### src/nbu_pkg.sv
// Shared constants and types for the nine-bit multiprocessor UART.
package nbu_pkg;

  // ---------------------------------------------------------------
  // Register map, byte addresses on the Wishbone bus
  // ---------------------------------------------------------------
  localparam logic [3:0] ADDR_CTRL = 4'h0;  // serial_control_reg.
  localparam logic [3:0] ADDR_DATA = 4'h4;  // serial_buffer.

  // ---------------------------------------------------------------
  // Control register bit positions
  // ---------------------------------------------------------------
  localparam int BIT_RX_FULL   = 0;
  localparam int BIT_TX_DONE   = 1;
  localparam int BIT_RX_NINTH  = 2;
  localparam int BIT_TX_NINTH  = 3;
  localparam int BIT_RX_EN     = 4;
  localparam int BIT_ADDR_FILT = 5;
  localparam int BIT_IRQ_EN    = 6;
  localparam int BIT_TX_BUSY   = 7;

  // ---------------------------------------------------------------
  // Character format and bit timing
  // ---------------------------------------------------------------
  localparam int         FRAME_BITS    = 11;     // Start, eight data, ninth, stop.
  localparam logic [3:0] TICK_LAST     = 4'hF;   // Sixteen ticks per bit.
  localparam logic [3:0] TICK_HALF     = 4'h7;   // Start bit checked at its middle.
  localparam logic [3:0] PAYLOAD_LAST  = 4'h8;   // Index of the ninth bit.
  localparam logic [7:0] RESET_BYTE    = 8'h00;

  // ---------------------------------------------------------------
  // Types
  // ---------------------------------------------------------------
  typedef enum logic [1:0] {TX_IDLE, TX_START, TX_DATA, TX_STOP} nbu_tx_e;
  typedef enum logic [1:0] {RX_IDLE, RX_START, RX_DATA, RX_STOP} nbu_rx_e;

  typedef struct packed {
    logic irq_en;
    logic addr_filter_enable;
    logic rx_enable_bit;
    logic tx_ninth_bit;
  } nbu_ctrl_s;

endpackage

### src/nbu_uart.sv
// Nine-bit multiprocessor UART with a classic Wishbone register slave.
`timescale 1ns/1ps

// Contract
// RL1 - Character is start, eight data LSB first, ninth bit, stop: eleven bits.
// RL2 - Transmitted ninth bit equals the tx_ninth_bit control bit.
// RL3 - Received ninth bit goes to rx_ninth_bit; stop bit value ignored.
// RL4 - Writing serial_buffer starts a new character at once.
// RL5 - tx_done_flag sets when the stop-bit period begins.
// RL6 - Reception starts only while rx_enable_bit is 1.
// RL7 - Accept only if rx_full_flag is 0 and, when filtering, ninth bit is 1.
// RL8 - On accept store byte, store ninth bit, set rx_full_flag.
// RL9 - Interrupt request, when enabled, while either flag is set.
// RL10 - Master sends address characters with ninth bit 1, data with 0.
// RL11 - Addressed slave software clears addr_filter_enable; others leave it set.
// RL12 - Flags stay set until software writes zero; hardware never clears them.
// RL13 - Bits timed from one tick input; received bits sampled mid-bit.
module nbu_uart (
  input  wire logic        sys_clk,     // System clock, 20 MHz.
  input  wire logic        nrst,        // Asynchronous reset, active low.
  input  wire logic        baud_tick,   // Sixteen pulses per bit period, same clock.
  input  wire logic        rx_pin,      // Serial line in, asynchronous.
  output logic             tx_pin,      // Serial line out, idles high.
  output logic             irq,         // Serial interrupt request.
  input  wire logic        wb_cyc_i,    // Wishbone cycle.
  input  wire logic        wb_stb_i,    // Wishbone strobe.
  input  wire logic        wb_we_i,     // Wishbone write enable.
  input  wire logic [3:0]  wb_adr_i,    // Wishbone byte address.
  input  wire logic [3:0]  wb_sel_i,    // Wishbone byte selects.
  input  wire logic [31:0] wb_dat_i,    // Wishbone write data.
  output logic [31:0]      wb_dat_o,    // Wishbone read data.
  output logic             wb_ack_o     // Wishbone acknowledge.
);

  // ---------------------------------------------------------------
  // Reset release and line synchroniser
  // ---------------------------------------------------------------
  logic rst_meta_q, rst_n_q;
  logic rx_meta_q, rx_s_q;

  // Reset is asserted at once and released through two flops.
  always_ff @(posedge sys_clk or negedge nrst) begin
    if (!nrst) begin
      rst_meta_q <= 1'b0;
      rst_n_q    <= 1'b0;
    end else begin
      rst_meta_q <= 1'b1;
      rst_n_q    <= rst_meta_q;
    end
  end

  // The idle-high line passes two flops before any logic looks at it.
  always_ff @(posedge sys_clk or negedge rst_n_q) begin
    if (!rst_n_q) begin
      rx_meta_q <= 1'b1;
      rx_s_q    <= 1'b1;
    end else begin
      rx_meta_q <= rx_pin;
      rx_s_q    <= rx_meta_q;
    end
  end

  // ---------------------------------------------------------------
  // Register state
  // ---------------------------------------------------------------
  nbu_pkg::nbu_ctrl_s ctrl_q, ctrl_d;
  logic       tx_done_q, tx_done_d, rx_full_q, rx_full_d, rx_ninth_q;
  logic [7:0] rx_buf_q;
  logic       ack_q;
  logic [31:0] rdat_q;

  // Bus decode: one request per handshake, answered on the next edge.
  wire req      = wb_cyc_i & wb_stb_i & ~ack_q;
  wire wr       = req & wb_we_i & wb_sel_i[0];
  wire hit_ctrl = (wb_adr_i == nbu_pkg::ADDR_CTRL);
  wire hit_data = (wb_adr_i == nbu_pkg::ADDR_DATA);
  wire wr_ctrl  = wr & hit_ctrl;
  wire wr_data  = wr & hit_data;

  // ---------------------------------------------------------------
  // Transmitter
  // ---------------------------------------------------------------
  nbu_pkg::nbu_tx_e tx_state_q;
  logic [3:0] tx_cnt_q, tx_bits_q;
  logic [8:0] tx_shift_q;
  logic       tx_line_q;

  wire tx_bit_end  = baud_tick & (tx_cnt_q == nbu_pkg::TICK_LAST);
  wire tx_done_set = (tx_state_q == nbu_pkg::TX_DATA) & tx_bit_end & ~wr_data
                   & (tx_bits_q == nbu_pkg::PAYLOAD_LAST);                  // RL5
  wire tx_line_d   = (tx_state_q == nbu_pkg::TX_START) ? 1'b0 :
                     (tx_state_q == nbu_pkg::TX_DATA)  ? tx_shift_q[0] : 1'b1; // RL1

  // A data write loads the byte and ninth bit and starts a start bit.
  always_ff @(posedge sys_clk or negedge rst_n_q) begin
    if (!rst_n_q) begin
      tx_state_q <= nbu_pkg::TX_IDLE;
      tx_cnt_q   <= 4'h0;
      tx_bits_q  <= 4'h0;
      tx_shift_q <= 9'h1FF;
    end else if (wr_data) begin
      tx_state_q <= nbu_pkg::TX_START;                                     // RL4
      tx_cnt_q   <= 4'h0;
      tx_bits_q  <= 4'h0;
      tx_shift_q <= {ctrl_q.tx_ninth_bit, wb_dat_i[7:0]};                  // RL2
    end else if (baud_tick && tx_state_q != nbu_pkg::TX_IDLE) begin
      tx_cnt_q <= tx_cnt_q + 4'h1;                                         // RL13
      if (tx_bit_end) begin
        case (tx_state_q)
          nbu_pkg::TX_START: tx_state_q <= nbu_pkg::TX_DATA;
          nbu_pkg::TX_DATA: begin
            tx_shift_q <= {1'b1, tx_shift_q[8:1]};
            tx_bits_q  <= tx_bits_q + 4'h1;
            if (tx_bits_q == nbu_pkg::PAYLOAD_LAST) tx_state_q <= nbu_pkg::TX_STOP;
          end
          nbu_pkg::TX_STOP: tx_state_q <= nbu_pkg::TX_IDLE;
          default: tx_state_q <= nbu_pkg::TX_IDLE;
        endcase
      end
    end
  end

  // The line output is registered so the pin comes from a flop.
  always_ff @(posedge sys_clk or negedge rst_n_q) begin
    if (!rst_n_q) tx_line_q <= 1'b1;
    else          tx_line_q <= tx_line_d;
  end

  // ---------------------------------------------------------------
  // Receiver
  // ---------------------------------------------------------------
  nbu_pkg::nbu_rx_e rx_state_q;
  logic [3:0] rx_cnt_q, rx_bits_q;
  logic [8:0] rx_shift_q;

  wire rx_mid      = baud_tick & (rx_cnt_q == nbu_pkg::TICK_LAST);
  wire rx_frame_end = (rx_state_q == nbu_pkg::RX_STOP) & rx_mid;          // RL3
  wire rx_accept   = rx_frame_end & ~rx_full_q & (~ctrl_q.addr_filter_enable | rx_shift_q[8]); // RL7

  // Falling edge starts a frame; each bit is sampled sixteen ticks apart.
  always_ff @(posedge sys_clk or negedge rst_n_q) begin
    if (!rst_n_q) begin
      rx_state_q <= nbu_pkg::RX_IDLE;
      rx_cnt_q   <= 4'h0;
      rx_bits_q  <= 4'h0;
      rx_shift_q <= 9'h000;
    end else begin
      case (rx_state_q)
        nbu_pkg::RX_IDLE: begin
          rx_cnt_q <= 4'h0;
          if (ctrl_q.rx_enable_bit && !rx_s_q) rx_state_q <= nbu_pkg::RX_START; // RL6
        end
        nbu_pkg::RX_START: if (baud_tick) begin
          rx_cnt_q <= rx_cnt_q + 4'h1;
          if (rx_cnt_q == nbu_pkg::TICK_HALF) begin                        // RL13
            rx_cnt_q   <= 4'h0;
            rx_bits_q  <= 4'h0;
            rx_state_q <= rx_s_q ? nbu_pkg::RX_IDLE : nbu_pkg::RX_DATA;
          end
        end
        nbu_pkg::RX_DATA: if (baud_tick) begin
          rx_cnt_q <= rx_cnt_q + 4'h1;
          if (rx_mid) begin
            rx_shift_q <= {rx_s_q, rx_shift_q[8:1]};                       // RL1
            rx_bits_q  <= rx_bits_q + 4'h1;
            if (rx_bits_q == nbu_pkg::PAYLOAD_LAST) rx_state_q <= nbu_pkg::RX_STOP;
          end
        end
        nbu_pkg::RX_STOP: if (baud_tick) begin
          rx_cnt_q <= rx_cnt_q + 4'h1;
          if (rx_mid) rx_state_q <= nbu_pkg::RX_IDLE;                      // RL3
        end
        default: rx_state_q <= nbu_pkg::RX_IDLE;
      endcase
    end
  end

  // ---------------------------------------------------------------
  // Control, flags and receive buffer
  // ---------------------------------------------------------------
  // Hardware sets win over a software clear in the same cycle.
  always_comb begin
    ctrl_d    = ctrl_q;
    tx_done_d = tx_done_q;
    rx_full_d = rx_full_q;
    if (wr_ctrl) begin
      ctrl_d.irq_en             = wb_dat_i[nbu_pkg::BIT_IRQ_EN];
      ctrl_d.addr_filter_enable = wb_dat_i[nbu_pkg::BIT_ADDR_FILT];        // RL11
      ctrl_d.rx_enable_bit      = wb_dat_i[nbu_pkg::BIT_RX_EN];
      ctrl_d.tx_ninth_bit       = wb_dat_i[nbu_pkg::BIT_TX_NINTH];
      tx_done_d = wb_dat_i[nbu_pkg::BIT_TX_DONE];                          // RL12
      rx_full_d = wb_dat_i[nbu_pkg::BIT_RX_FULL];                          // RL12
    end
    if (tx_done_set) tx_done_d = 1'b1;                                     // RL5
    if (rx_accept)   rx_full_d = 1'b1;                                     // RL8
  end

  // Flags, control bits and the received character.
  always_ff @(posedge sys_clk or negedge rst_n_q) begin
    if (!rst_n_q) begin
      ctrl_q     <= '0;
      tx_done_q  <= 1'b0;
      rx_full_q  <= 1'b0;
      rx_ninth_q <= 1'b0;
      rx_buf_q   <= nbu_pkg::RESET_BYTE;
    end else begin
      ctrl_q    <= ctrl_d;
      tx_done_q <= tx_done_d;
      rx_full_q <= rx_full_d;
      if (rx_accept) begin
        rx_buf_q   <= rx_shift_q[7:0];                                     // RL8
        rx_ninth_q <= rx_shift_q[8];                                       // RL3
      end
    end
  end

  // ---------------------------------------------------------------
  // Bus answer and interrupt
  // ---------------------------------------------------------------
  wire [31:0] ctrl_rd = {24'h000000, (tx_state_q != nbu_pkg::TX_IDLE), ctrl_q.irq_en,
                         ctrl_q.addr_filter_enable, ctrl_q.rx_enable_bit, ctrl_q.tx_ninth_bit,
                         rx_ninth_q, tx_done_q, rx_full_q};
  wire [31:0] rd_mux  = hit_ctrl ? ctrl_rd : hit_data ? {24'h000000, rx_buf_q} : 32'h00000000;
  wire        irq_d   = ctrl_d.irq_en & (tx_done_d | rx_full_d);            // RL9

  // Ack one cycle after the request; unmapped reads return zero.
  always_ff @(posedge sys_clk or negedge rst_n_q) begin
    if (!rst_n_q) begin
      ack_q  <= 1'b0;
      rdat_q <= 32'h00000000;
      irq    <= 1'b0;
    end else begin
      ack_q  <= req;
      rdat_q <= req ? rd_mux : 32'h00000000;
      irq    <= irq_d;                                                     // RL9
    end
  end

  assign wb_ack_o = ack_q;
  assign wb_dat_o = rdat_q;
  assign tx_pin   = tx_line_q;
endmodule

### config.mk
export PLATFORM = sky130hd
export DESIGN_NAME = nbu_uart
export DESIGN_NICKNAME = d
export VERILOG_FILES = /design/src/nbu_pkg.sv /design/src/nbu_uart.sv
export SDC_FILE = /design/constraint.sdc
export NUM_CORES = 1
export LEC_CHECK = 0
export BUFFER_PORTS_ARGS = -buffer_cell sky130_fd_sc_hd__buf_2
export CAP_MARGIN = 10
export CORE_ASPECT_RATIO = 1.5
export CORE_MARGIN = 8
export CORE_UTILIZATION = 48
export CTS_CLUSTER_SIZE = 20
export DETAILED_ROUTE_END_ITERATION = 12
export PLACE_DENSITY = 0.76
export SLEW_MARGIN = 20
export SYNTH_ARGS = -nofsm -noshare
export SYNTH_HDL_FRONTEND = slang
export SYNTH_SLANG_ARGS = --single-unit
### constraint.sdc
create_clock -name sys_clk -period 2.03 [get_ports sys_clk]
set_input_delay 0.1015 -clock sys_clk [delete_from_list [all_inputs] [get_ports sys_clk]]
set_output_delay 0.1015 -clock sys_clk [all_outputs]
set_load 0.02 [all_outputs]
# Word level (Yosys, flattened, before mapping)
# Cells that the tools add are included.
[totals]
regBits = 68
inputBits = 47
out_inout_bits = 35
word_cells = 131
[classes]
n_addsub = 4
n_eq_ne = 21
n_mux = 44
n_bitwise = 21
reduce_logical = 17
[ops]
columns = ["cell", "n"]
rows = [
  ["$mux W4", 14],
  ["$mux W9", 4],
  ["$mux W2", 13],
  ["$mux W8", 3],
  ["$add A4 B1 Y4 const B", 4],
  ["$eq A4 B4 Y1 const B", 4],
  ["$ne A2 B2 Y1 const B", 8],
  ["$and A1 B1 Y1", 15],
  ["$pmux W4 S3", 1],
  ["$reduce_bool A2 Y1", 5],
  ["$reduce_and A3 Y1", 3],
  ["$eq A4 B3 Y1 const B", 2],
  ["$pmux W2 S4", 1],
  ["$pmux W4 S2", 1],
  ["$reduce_and A8 Y1", 1],
  ["$eq A2 B2 Y1 const B", 3],
  ["$mux W1", 6],
  ["$reduce_and A5 Y1", 1],
  ["$eq A2 B1 Y1 const B", 2],
  ["$logic_not A4 Y1", 1],
  ["$not A1 Y1", 4],
  ["$pmux W2 S2", 1],
  ["$ne A3 B2 Y1 const B", 1],
  ["$logic_and A1 B1 Y1", 2],
  ["other kinds (6)", 7],
]

# Logic depth before layout (Yosys ltp)
# Gate-level depths: netlist of the first run.
[logic_depth]
ltp_word = 11
ltp_mapped = 7

# Worst setup path after synthesis of the first run
# Ideal clock, no wire load.
[synth_path]
path_kind = "register to register"
startpoint = "register rx_cnt_q[0]"
endpoint = "register rx_buf_q[0]"
setup_time_ns = 0.125
t_arrival_ns = 1.745
required_time_ns = 1.905
path_slack_ns = 0.160
path_stages_with_launch = 5
path_buffers = 0
synth_period_minus_slack_ns = 1.870
cell_sequence = "dfrtp_1 > ha_1 > nand4_4 > a2111oi_4 > mux2_2"
[synth_between]
elab_chain_len = 5
[synth_rtl]
columns = ["item", "line_no", "text"]
rows = [
  ["from (decl)", "nbu_uart.sv:133", "logic [3:0] rx_cnt_q, rx_bits_q;"],
  ["from (signal assigned)", "nbu_uart.sv:154", "rx_cnt_q <= rx_cnt_q + 4'h1;"],
  ["from (signal assigned)", "nbu_uart.sv:162", "rx_cnt_q <= rx_cnt_q + 4'h1;"],
  ["from (signal assigned)", "nbu_uart.sv:170", "rx_cnt_q <= rx_cnt_q + 4'h1;"],
  ["$eq A4 B4 Y1", "nbu_uart.sv:136", "wire rx_mid = baud_tick & (rx_cnt_q == nbu_pkg::TICK_LAST);"],
  ["$and A1 B1 Y1", "nbu_uart.sv:136", ""],
  ["$and A1 B1 Y1", "nbu_uart.sv:137", "wire rx_frame_end = (rx_state_q == nbu_pkg::RX_STOP) & rx_mid;"],
  ["$and A1 B1 Y1 (2 in a row)", "nbu_uart.sv:138", "wire rx_accept = rx_frame_end & ~rx_full_q & (~ctrl_q.addr_filter_enable | rx_shift_q[8]);"],
  ["to (signal assigned)", "nbu_uart.sv:205", "rx_buf_q <= nbu_pkg::RESET_BYTE;"],
  ["to (signal assigned)", "nbu_uart.sv:211", "rx_buf_q <= rx_shift_q[7:0];"],
  ["to (decl)", "nbu_uart.sv:68", "logic [7:0] rx_buf_q;"],
]
# No other way between the ends.
# A chain may end at the register's enable or synchronous reset.

# Worst setup path after layout of the first run
[layout_path]
startpoint = "register tx_state_q[0]"
endpoint = "register tx_bits_q[1]"
[layout_between]
elab_chain_len = 4
elab_cells_between_ends = 6
cone_classes = "1 x eq/ne; 5 x reduce/logical"
[layout_rtl]
columns = ["item", "line_no", "text"]
rows = [
  ["from (decl)", "nbu_uart.sv:83", "nbu_pkg::nbu_tx_e tx_state_q;"],
  ["from (signal assigned)", "nbu_uart.sv:97", "tx_state_q <= nbu_pkg::TX_IDLE;"],
  ["from (signal assigned)", "nbu_uart.sv:102", "tx_state_q <= nbu_pkg::TX_START;"],
  ["from (signal assigned)", "nbu_uart.sv:110", "nbu_pkg::TX_START: tx_state_q <= nbu_pkg::TX_DATA;"],
  ["$reduce_bool A2 Y1", "nbu_uart.sv:106", "end else if (baud_tick && tx_state_q != nbu_pkg::TX_IDLE) begin"],
  ["$logic_and A1 B1 Y1", "nbu_uart.sv:106", ""],
  ["$reduce_bool A2 Y1 (no line)", "-", ""],
  ["$reduce_and A3 Y1 (no line) (*)", "-", ""],
  ["to (signal assigned)", "nbu_uart.sv:113", "tx_bits_q <= tx_bits_q + 4'h1;"],
  ["to (decl)", "nbu_uart.sv:84", "logic [3:0] tx_cnt_q, tx_bits_q;"],
]
# Mark *: on every way between the ends. The rest lies on a longest branch, timed or not.

==> results of run 1 <==
## worst max-delay path, cell delays in order (launching register included)
cell and delay (ns):
sky130_fd_sc_hd__dfrtp_1 0.41, sky130_fd_sc_hd__inv_1 0.09, sky130_fd_sc_hd__ha_1 0.23, sky130_fd_sc_hd__nand3_1 0.19, sky130_fd_sc_hd__nor3_2 0.28, sky130_fd_sc_hd__buf_4 0.26, sky130_fd_sc_hd__mux2i_1 0.20, sky130_fd_sc_hd__nor2_1 0.06
## kinds of logic after synthesis
logic type	after synthesis	share of synthesized area (%)
AOI/OAI and AO/OA	33	6.76
xor gates and xnor gates	7	1.87
adders and majority gates	9	3.44
buffers and inverters	46	8.21
DFF	68	52.4
muxes	42	13.6
other	2	0.229
and+or+nand+nor	82	13.4
## what timing repair did
| action | CTS | global route |
|---|---|---|
| hold buffers | 10 | 0 |
| endpoints found under the setup margin | 0 | 0 |
| gates resized for setup | 0 | 0 |
| endpoints found under the hold margin | 13 | 0 |
## stage by stage
stage,std cells,cell area [um2],util [%]
floorplan,312,3360,-
global placement,393,3470,51.3
detailed placement,393,3470,51.3
CTS,419,3760,55.6
global route,419,3760,55.6
finish,419,3760,55.6
## worst paths after layout
| check | startpoint | endpoint | slack (ns) | depth (start not counted) |
|---|---|---|---|---|
| setup / recovery | tx_state_q[0]$_DFFE_PN0P_ | tx_bits_q[1]$_DFFE_PN0P_ | 0.19 | 7 |
| hold reg to reg | rst_n_q$_DFF_PN0_ | wb_dat_o[5]$_DFF_PN0_ | 0.27 | 1 |
| hold / removal | nrst | rst_meta_q$_DFF_PN0_ | 0.07 | 2 |
| setup reg to reg | tx_state_q[0]$_DFFE_PN0P_ | tx_bits_q[1]$_DFFE_PN0P_ | 0.19 | 7 |
| min in group sys_clk | wb_sel_i[0] | tx_state_q[0]$_DFFE_PN0P_ | 0.10 | 3 |
| max in group asynchronous | rst_n_q$_DFF_PN0_ | tx_shift_q[5]$_DFFE_PN1P_ | 1.42 | 1 |
## where the power goes
group | leakage [nW] | total (W) | internal (W) | switching [W]
Clock | 0.0927 | 0.00108 | 0.000567 | 0.000515
Sequential | 0.874 | 0.00155 | 0.00146 | 0.0000982
Combinational | 0.765 | 0.000358 | 0.000148 | 0.000210
## layer usage
| metal | part of all wire [%] | global-route usage [%] | wire length [um] |
|---|---|---|---|
| met5 | 0 | 0 | 0 |
| met3 | 5.3 | 4.85 | 336 |
| met2 | 53 | 24.7 | 3350 |
| met1 | 39 | 14.5 | 2460 |
| met4 | 2.1 | 6.01 | 134 |
## cells in the mapped netlist, types with 2 or more instances
cell / n / share of area (%)
sky130_fd_sc_hd__a2111oi_0: 2 / 0.53
sky130_fd_sc_hd__a21oi_1: 5 / 0.76
sky130_fd_sc_hd__buf_2: 5 / 0.76
sky130_fd_sc_hd__buf_4: 24 / 5.5
sky130_fd_sc_hd__clkbuf_1: 5 / 0.57
sky130_fd_sc_hd__conb_1: 2 / 0.23
sky130_fd_sc_hd__dfrtp_1: 56 / 43
sky130_fd_sc_hd__dfstp_2: 12 / 9.6
sky130_fd_sc_hd__ha_1: 9 / 3.4
sky130_fd_sc_hd__inv_1: 12 / 1.4
sky130_fd_sc_hd__mux2_2: 21 / 7.2
sky130_fd_sc_hd__mux2i_1: 21 / 6.4
sky130_fd_sc_hd__nand2_1: 25 / 2.9
sky130_fd_sc_hd__nand2b_1: 2 / 0.38
sky130_fd_sc_hd__nand3_1: 6 / 0.92
sky130_fd_sc_hd__nand3b_1: 4 / 0.92
sky130_fd_sc_hd__nor2_1: 26 / 3.0
sky130_fd_sc_hd__nor4_1: 3 / 0.57
sky130_fd_sc_hd__nor4b_1: 2 / 0.53
sky130_fd_sc_hd__o211ai_1: 2 / 0.46
sky130_fd_sc_hd__o21ai_0: 17 / 2.6
sky130_fd_sc_hd__xnor2_1: 5 / 1.3
sky130_fd_sc_hd__xor2_1: 2 / 0.53
## cell type report
class                           instances  area (um2)  share of cell area [%]
Clock buffer                           10         128                    3.39
Clock inverter                          6        63.8                    1.70
Inverter                               12        45.0                    1.20
Multi-Input combinational cell        198        1380                    36.7
Sequential cell                        68        1720                    45.7
Tap cell                               78        97.6                    2.59
Timing Repair Buffer                   47         328                    8.72
## registers in the layout, summed over array words and instances, names as in the netlist, 4 cells and up, named ones only
signal,flops
rx_cnt_q,4
rx_shift_q,9
wb_dat_o,8
tx_cnt_q,4
rx_bits_q,4
rx_buf_q,8
tx_bits_q,4
ctrl_q,4
tx_shift_q,9
==> results.sh, run 1 <==
export IMPL_layout_filler_cell_count=580
export IMPL_critPathRequiredTime_ns=2.25
export IMPL_synth_top_flop_cell="sky130_fd_sc_hd__dfrtp_1"
export IMPL_p_total_w=0.00299
export IMPL_timing_setup_tns_ns=0
export IMPL_syn_instance_count=289
export IMPL_cp_start_kind="flop"
export IMPL_yosysSeqAreaShare_pct=52.4
export IMPL_cts_sinks=68
export IMPL_fin_worst_skew_ns=0.0121
export IMPL_yosysWarnings=0
export IMPL_drt_drc_violations_left=0
export IMPL_final_hold_viol_count=0
export IMPL_gpl_final_weighted_congestion=0.748
export IMPL_outcome="finished, final reports clean"
export IMPL_timing_hold_worst_class="in2async"
export IMPL_worstMarginPinSlew_ns=0.525
export IMPL_clkTransAtPathRegs_ns=0.08
export IMPL_syn_avg_cell_area_um2=11.3
export IMPL_syn_to_final_growth_pct=14.8
export IMPL_maximum_frequency_from_static_timing_analysis_ghz=0.543
export IMPL_drtIter0Drc=64
export IMPL_first_global_vias=2333
export IMPL_io_pins=82
export IMPL_drt_pass1_iter_count=4
export IMPL_yosys_register_bits=68
export IMPL_cts_root_buf="sky130_fd_sc_hd__clkbuf_8"
export IMPL_worst_ir_drop_vdd_mv=0.479
export IMPL_finalSetupViolCount=0
export IMPL_syn_area_mm2=0.00328
export IMPL_die_area_mm2=0.00978
export IMPL_grt_max_degree=67
export IMPL_postCtsSetupRepairBufs=0
export IMPL_finish_net_count=392
export IMPL_cellPowerDensity_mw_per_mm2=796
export IMPL_synthArstFlopShare_pct=100
export IMPL_period_share_pct=90.8
export IMPL_pre_cts_slack_ns=0.205
export IMPL_timing_max_transition_violations_final=0
export IMPL_drt_antenna_violating_nets=0
export IMPL_clock_insertion_delay_worst_skew_ns=0.35
export IMPL_hold_ws_ns=0.0732
export IMPL_n_diodes=0
export IMPL_netlist_cell_type_count=44
export IMPL_setup_ws_ns=0.187
export IMPL_tritoncts_clock_tree="done"
export IMPL_criticalPathCategory="reg2reg"
export IMPL_total_routing_usage_gr_pct=13.8
export IMPL_avgViaCountPerCell=5.16
export IMPL_core_area_mm2=0.00676
export IMPL_die_width_um=83.5
export IMPL_crit_path_end_kind="flop"
export IMPL_worst_slew_margin_rel_pct=64.1
export IMPL_initial_antenna_violation_count=0
export IMPL_post_drt_wl_per_cell_um=15.0
export IMPL_leakagePower_nw=1.73
export IMPL_first_pass_grt_wire_length_mm=10.9
export IMPL_wl_mm=6.29
export IMPL_die_h_um=117
export IMPL_number_of_synthesized_flops_with_an_enable_pin=0
export IMPL_rsz_0062_raised_after_global_routing="no"
export IMPL_htreeDepth=3
export IMPL_floorplan_rows=37
export IMPL_max_cap_viol_count=0
export IMPL_cts_root_to_sink_buffers=2
export IMPL_io_buffer_count=30
export IMPL_fin_crit_ns=1.84
export IMPL_initial_utilization_pct=48.5
export IMPL_num_vias=2163
export IMPL_total_gr_overflow=0
export IMPL_layout_cells_most_common="sky130_fd_sc_hd__dfrtp_1"
export IMPL_layout_cells_most_common_list="55 x sky130_fd_sc_hd__dfrtp_1, 30 x sky130_fd_sc_hd__buf_2, 26 x sky130_fd_sc_hd__nor2_1, 25 x sky130_fd_sc_hd__nand2_1, 25 x sky130_fd_sc_hd__conb_1"
export IMPL_critPathMaxFanout=9
export IMPL_hpwl_after_detailed_placement_mm=4.58
export IMPL_worst_ep_arrival_time_ns=2.06
export IMPL_final_layout_size_suffix_gt1_share_pct=28.7
export IMPL_tritoncts_buffer_count=9
No activity file was read; power rests on OpenSTA's default activity.
==> inputs of run 2 (changes only) <==
--- a/config.mk
+++ b/config.mk
@@ -13,6 +13,7 @@
 export CTS_CLUSTER_SIZE = 20
 export DETAILED_ROUTE_END_ITERATION = 12
 export PLACE_DENSITY = 0.76
+export REMOVE_ABC_BUFFERS = 1
 export SLEW_MARGIN = 20
 export SYNTH_ARGS = -nofsm -noshare
 export SYNTH_HDL_FRONTEND = slang
==> run 2 against run 1 <==
Non-clock buffer count shrank 4. Via count is 0.46% higher. Power rose by 8.1%. Clock skew down 0.0023 ns. Worst setup slack got worse by 0.083 ns. Global-route usage decreased by 0.39 points. Sequential power about the same. Die area is the same. Cell area rose by 0.33%. Flip-flop and latch count is the same.
==> results.sh, run 2 (synthesis results as in run 1) <==
export IMPL_first_pass_grt_wire_length_mm=10.5
export IMPL_initial_utilization_pct=48.5
export IMPL_drt_pass1_iter_count=4
export IMPL_cp_start_kind="flop"
export IMPL_finish_net_count=388
export IMPL_seq_power_share_pct=48.0
export IMPL_die_width_um=83.5
export IMPL_dr_wl_met2_mm=3.52
export IMPL_die_area_mm2=0.00978
export IMPL_leakagePower_nw=1.74
export IMPL_total_gr_overflow=0
export IMPL_sw_frac_of_total_pct=25.4
export IMPL_tritoncts_buffer_count=9
export IMPL_fin_crit_ns=1.93
export IMPL_num_vias=2173
export IMPL_final_layout_size_suffix_gt1_share_pct=28.5
export IMPL_postCtsSetupRepairBufs=0
export IMPL_timing_hold_worst_class="in2reg"
export IMPL_finalSetupViolCount=0
export IMPL_n_diodes=0
export IMPL_p_int_w=0.00242
export IMPL_critPathRequiredTime_ns=2.26
export IMPL_clock_insertion_delay_worst_skew_ns=0.35
export IMPL_maximum_frequency_from_static_timing_analysis_ghz=0.519
export IMPL_clkTransAtPathRegs_ns=0.07
export IMPL_drtIter0Drc=91
export IMPL_pre_cts_slack_ns=0.114
export IMPL_tritoncts_clock_tree="done"
export IMPL_postCtsResizedCells=0
export IMPL_m1WireLength_mm=2.46
export IMPL_outcome="finished, final reports clean"
export IMPL_layout_cells_most_common_list="55 x sky130_fd_sc_hd__dfrtp_1, 30 x sky130_fd_sc_hd__buf_2, 26 x sky130_fd_sc_hd__nor2_1, 25 x sky130_fd_sc_hd__nand2_1, 25 x sky130_fd_sc_hd__conb_1"
export IMPL_grt_max_degree=67
export IMPL_cellPowerDensity_mw_per_mm2=858
export IMPL_cts_hold_buffers=7
export IMPL_floorplan_rows=37
export IMPL_layout_cells_most_common="sky130_fd_sc_hd__dfrtp_1"
export IMPL_critPathMaxFanout=10
export IMPL_io_buffer_count=30
export IMPL_p_total_w=0.00324
export IMPL_fin_worst_skew_ns=0.00980
export IMPL_rsz_0062_raised_after_global_routing="no"
export IMPL_syn_to_final_growth_pct=15.2
export IMPL_criticalPathCategory="reg2reg"
export IMPL_die_h_um=117
export IMPL_worst_slew_margin_rel_pct=60.1
export IMPL_period_share_pct=94.9
export IMPL_post_drt_wl_per_cell_um=15.3
export IMPL_core_area_mm2=0.00676
export IMPL_initial_antenna_violation_count=0
export IMPL_max_cap_viol_count=0
export IMPL_worst_ir_drop_vdd_mv=0.412
export IMPL_largest_registers="rx_shift_q x9, tx_shift_q x9"
export IMPL_drt_drc_violations_left=0
export IMPL_final_hold_viol_count=0
export IMPL_met3_wirelength_um=292
export IMPL_crit_path_end_kind="flop"
export IMPL_cts_root_to_sink_buffers=2
export IMPL_power_switching_w=0.000822
export IMPL_avgViaCountPerCell=5.24
export IMPL_maxUsedRoutingLayer="met4"
export IMPL_first_global_vias=2246
export IMPL_gpl_final_weighted_congestion=0.789
export IMPL_io_pins=82
export IMPL_setup_ws_ns=0.104
export IMPL_cts_root_buf="sky130_fd_sc_hd__clkbuf_8"
export IMPL_htreeDepth=3
export IMPL_worstMarginPinSlew_ns=0.583
export IMPL_wl_mm=6.36
export IMPL_drt_antenna_violating_nets=0
export IMPL_worst_ep_arrival_time_ns=2.15
export IMPL_cts_sinks=68
export IMPL_pwr_share_comb_pct=10.8
export IMPL_hpwl_after_detailed_placement_mm=4.38
export IMPL_timing_max_transition_violations_final=0
export IMPL_clock_power_share_pct=41.1
export IMPL_total_routing_usage_gr_pct=13.4
run 2: cell types whose count changed in the layout (fill, tap and decap cells not counted), sizes merged:
| cell | delta |
|---|---|
| dlygate4sd3 | -2 |
| bufinv | +2 |
| buf | -2 |
| clkinvlp | -1 |
| clkinv | -1 |
run 2: final timing paths:
check | from | to | slack [ns] | cells past startpoint
worst max register to register | rx_cnt_q[0]$_DFFE_PN0P_ | rx_buf_q[5]$_DFFE_PN0P_ | 0.10 | 5
worst max-delay path | rx_cnt_q[0]$_DFFE_PN0P_ | rx_buf_q[5]$_DFFE_PN0P_ | 0.10 | 5
worst min register to register | rst_n_q$_DFF_PN0_ | wb_dat_o[3]$_DFF_PN0_ | 0.26 | 1
max in group asynchronous | rst_n_q$_DFF_PN0_ | tx_shift_q[2]$_DFFE_PN1P_ | 1.42 | 1
worst min-delay path | wb_dat_i[0] | tx_shift_q[0]$_DFFE_PN1P_ | 0.01 | 3
min in group asynchronous | nrst | rst_n_q$_DFF_PN0_ | 0.06 | 2
run 2: critical path, cell delays in order, from the launching register on:
cell                        delay, ns
sky130_fd_sc_hd__dfrtp_1         0.39
sky130_fd_sc_hd__ha_1            0.29
sky130_fd_sc_hd__nand4_4         0.18
sky130_fd_sc_hd__a2111oi_4       0.35
sky130_fd_sc_hd__buf_4           0.24
sky130_fd_sc_hd__mux2_2          0.36
run 2: power groups by stage:
stage | Combinational (W) | Sequential, W | Clock (W)
after floorplan | 0.000230 | 0.00157 | 0
after global placement | 0.000321 | 0.00157 | 0
after detailed placement | 0.000335 | 0.00158 | 0
after CTS | 0.000350 | 0.00155 | 0.00135
after global routing | 0.000403 | 0.00157 | 0.00142
final | 0.000350 | 0.00156 | 0.00133
run 2: routing by layer:
layer / track usage (%) / up-vias
met2: 24.2 / 53
met4: 5.32 / 0
li1: - / 1025
met5: 0 / -
met3: 5.12 / 7
met1: 13.8 / 1088
run 2: metrics by stage:
step | std cells | utilization [%] | TNS (ns) | hold slack [ns] | area (um2)
finish | 415 | 55.8 | 0 | 0.0103 | 3770
global route | 415 | 55.8 | 0 | 0.00776 | 3770
CTS | 414 | 55.7 | 0 | 0.00144 | 3760
detailed placement | 391 | 51.1 | 0 | -0.110 | 3450
global placement | 391 | 51.1 | 0 | -0.114 | 3450
floorplan | 278 | - | -2.76 | -0.194 | 3140
run 2: layout make-up:
cell class,instances,area [um2]
clock buffer,10,128
clock inverter,6,111
fill,581,2990
inverter,12,45.0
multi-input combinational,198,1380
sequential,68,1720
tap,78,97.6
timing repair buffer,43,293
==> inputs of run 3 (changes only) <==
--- a/config.mk
+++ b/config.mk
@@ -13,7 +13,9 @@
 export CTS_CLUSTER_SIZE = 20
 export DETAILED_ROUTE_END_ITERATION = 12
 export PLACE_DENSITY = 0.76
+export RECOVER_POWER = 100
 export REMOVE_ABC_BUFFERS = 1
+export SETUP_SLACK_MARGIN = 0.5
 export SLEW_MARGIN = 20
 export SYNTH_ARGS = -nofsm -noshare
 export SYNTH_HDL_FRONTEND = slang
==> run 3 against run 2 <==
Combinational power grew 33%. Clock skew shrank 0.0020 ns. Wire length grew 18%. Register-to-register slack gained 0.11 ns. Power grew 3.8%. Clock power is essentially flat. Sequential share of layout area shrank 4.1 points. Utilization grew 5.6 points. Worst setup slack gained 0.11 ns. Sequential power is essentially flat. Critical path type unchanged. Largest cell class unchanged.
==> results.sh, run 3 (synthesis results as in run 1) <==
export IMPL_outcome="finished, final reports clean"
export IMPL_pwr_share_comb_pct=13.8
export IMPL_initial_antenna_violation_count=0
export IMPL_htreeDepth=3
export IMPL_io_buffer_count=30
export IMPL_fin_worst_skew_ns=0.00779
export IMPL_layout_cells_most_common="sky130_fd_sc_hd__dfrtp_1"
export IMPL_crit_path_end_kind="flop"
export IMPL_fin_crit_ns=1.82
export IMPL_grt_busiest_layer="met2"
export IMPL_worst_slew_margin_rel_pct=59.0
export IMPL_finish_net_count=416
export IMPL_worst_ir_drop_vdd_mv=0.470
export IMPL_hpwl_after_detailed_placement_mm=4.38
export IMPL_cell_family_with_the_largest_share_of_critical_path_delay="simple AND/OR/NAND/NOR gates"
export IMPL_sw_frac_of_total_pct=26.2
export IMPL_avgViaCountPerCell=5.19
export IMPL_max_cap_viol_count=0
export IMPL_layout_filler_cell_count=526
export IMPL_global_route_usage_met2_pct=28.1
export IMPL_critPathMaxFanout=4
export IMPL_leakagePower_nw=1.88
export IMPL_seq_area_mm2=0.00172
export IMPL_first_pass_grt_wire_length_mm=11.6
export IMPL_drt_pass1_iter_count=4
export IMPL_drtIter0Drc=136
export IMPL_post_drt_wl_per_cell_um=16.9
export IMPL_clkTransAtPathRegs_ns=0.07
export IMPL_tritoncts_buffer_count=9
export IMPL_timing_hold_worst_class="in2reg"
export IMPL_die_width_um=83.5
export IMPL_grt_max_degree=67
export IMPL_criticalPathCategory="reg2reg"
export IMPL_num_vias=2298
export IMPL_period_share_pct=89.7
export IMPL_core_area_mm2=0.00676
export IMPL_finalSetupViolCount=0
export IMPL_die_h_um=117
export IMPL_cp_start_kind="flop"
export IMPL_critical_path_cell_with_the_highest_stage_delay="sky130_fd_sc_hd__or4_4"
export IMPL_gpl_final_weighted_congestion=0.789
export IMPL_initial_utilization_pct=48.5
export IMPL_worst_path_stages=6
export IMPL_drt_drc_violations_left=0
export IMPL_cts_sinks=68
export IMPL_area_of_the_multi_input_gates_mm2=0.00155
export IMPL_total_routing_usage_gr_pct=15.0
export IMPL_placed_cells_incl_taps=391
export IMPL_critPathRequiredTime_ns=2.31
export IMPL_cp_num_buf_inv=1
export IMPL_tritoncts_clock_tree="done"
export IMPL_worstMarginPinSlew_ns=0.611
export IMPL_final_hold_viol_count=0
export IMPL_syn_to_final_growth_pct=26.8
export IMPL_io_pins=82
export IMPL_hold_path_cell_count=3
export IMPL_total_gr_overflow=0
export IMPL_crit_path_max_incr_delay_ns=0.41
export IMPL_die_area_mm2=0.00978
export IMPL_cts_root_to_sink_buffers=2
export IMPL_drt_antenna_violating_nets=0
export IMPL_floorplan_rows=37
export IMPL_n_diodes=0
export IMPL_p_int_w=0.00248
export IMPL_largest_registers="rx_shift_q x9, tx_shift_q x9"
export IMPL_rsz_0062_raised_after_global_routing="yes"
export IMPL_final_layout_size_suffix_gt1_share_pct=34.2
export IMPL_seq_power_share_pct=46.3
export IMPL_clock_insertion_delay_worst_skew_ns=0.35
export IMPL_wl_mm=7.48
export IMPL_first_global_vias=2437
export IMPL_timing_max_transition_violations_final=0
export IMPL_cp_cell_sequence="ha_1, nand4_4, clkbuf_1, or4_4, o21ai_0, a221o_1"
export IMPL_clock_power_share_pct=39.9
export IMPL_global_route_usage_met3_pct=5.12
export IMPL_power_switching_w=0.000880
export IMPL_layout_cells_most_common_list="52 x sky130_fd_sc_hd__dfrtp_1, 25 x sky130_fd_sc_hd__conb_1, 24 x sky130_fd_sc_hd__nor2_1, 24 x sky130_fd_sc_hd__nand2_1, 19 x sky130_fd_sc_hd__buf_4"
export IMPL_final_instance_count_excl_fill=443
export IMPL_maximum_frequency_from_static_timing_analysis_ghz=0.549
export IMPL_ff2ff_path_depth=6
export IMPL_worst_ep_arrival_time_ns=2.10
export IMPL_p_total_w=0.00336
export IMPL_global_route_usage_met1_pct=14.7
export IMPL_cts_root_buf="sky130_fd_sc_hd__clkbuf_8"
export IMPL_cellPowerDensity_mw_per_mm2=809
==> run 3: cell types whose count changed in the layout (fill, tap and decap cells not counted), moves of 5 or more <==
cell / delta
sky130_fd_sc_hd__buf_6: +5
sky130_fd_sc_hd__mux2_4: +6
sky130_fd_sc_hd__mux2i_1: -5
sky130_fd_sc_hd__buf_2: -12
sky130_fd_sc_hd__buf_4: +16
sky130_fd_sc_hd__mux2_1: +6
sky130_fd_sc_hd__mux2_2: -12
sky130_fd_sc_hd__clkbuf_1: +14
==> run 3: per-stage QoR <==
step	TNS (ns)	area [um2]	util (%)	worst slack (ns)	hold WS, ns
6_report	0	4150	61.5	0.209	0.0208
5_1_grt	0	4150	61.5	0.148	0.0182
4_1_cts	0	4110	60.8	0.320	0.00890
3_5_place_dp	0	3450	51.1	0.114	-0.110
3_3_place_gp	0	3450	51.1	0.177	-0.114
2_1_floorplan	-2.76	3140	-	-0.288	-0.194
==> run 3: final cells by class <==
class / count / share of cell area (%)
Sequential cell: 68 / 41.4
Clock inverter: 6 / 2.68
Timing Repair Buffer: 71 / 12.1
Inverter: 12 / 1.08
Multi-Input combinational cell: 198 / 37.2
Tap cell: 78 / 2.35
Clock buffer: 10 / 3.07
==> run 3: final timing paths <==
check	startpoint	to	slack, ns
setup reg to reg	rx_cnt_q[0]$_DFFE_PN0P_	rx_state_q[0]$_DFFE_PN0P_	0.21
setup / recovery	rx_cnt_q[0]$_DFFE_PN0P_	rx_state_q[0]$_DFFE_PN0P_	0.21
max in group asynchronous	rst_n_q$_DFF_PN0_	rx_meta_q$_DFF_PN1_	1.43
min in group asynchronous	nrst	rst_meta_q$_DFF_PN0_	0.06
hold / removal	wb_dat_i[6]	tx_shift_q[6]$_DFFE_PN1P_	0.02
hold reg to reg	rst_n_q$_DFF_PN0_	rx_buf_q[3]$_DFFE_PN0P_	0.28
==> run 3: routing by layer <==
metal | wire length, um | share of wire, %
met1 | 2860 | 38
met2 | 4260 | 57
met3 | 258 | 3.5
met4 | 94 | 1.3
met5 | 0 | 0
==> run 3: tightest hold or removal path: stages <==
cell                      delay, ns
sky130_fd_sc_hd__buf_2         0.11
sky130_fd_sc_hd__nand2_1       0.06
sky130_fd_sc_hd__o21ai_0       0.09
==> run 3: timing repair <==
item | 4_1_cts | 5_1_grt
buffers inserted | 16 | 10
gates resized for setup | 56 | 28
cloned | 2 | 0
hold endpoints to repair | 8 | 2
hold buffers | 6 | 2
pin swaps | 11 | 14
endpoints found under the setup margin | 46 | 41
==> run 3: power by group through the flow <==
| stage | registers, W | logic [W] | clock network (W) |
|---|---|---|---|
| CTS | 0.00156 | 0.000441 | 0.00135 |
| global placement | 0.00157 | 0.000321 | 0 |
| floorplan | 0.00157 | 0.000230 | 0 |
| detailed placement | 0.00158 | 0.000335 | 0 |
| finish | 0.00156 | 0.000464 | 0.00134 |
| global route | 0.00157 | 0.000519 | 0.00142 |
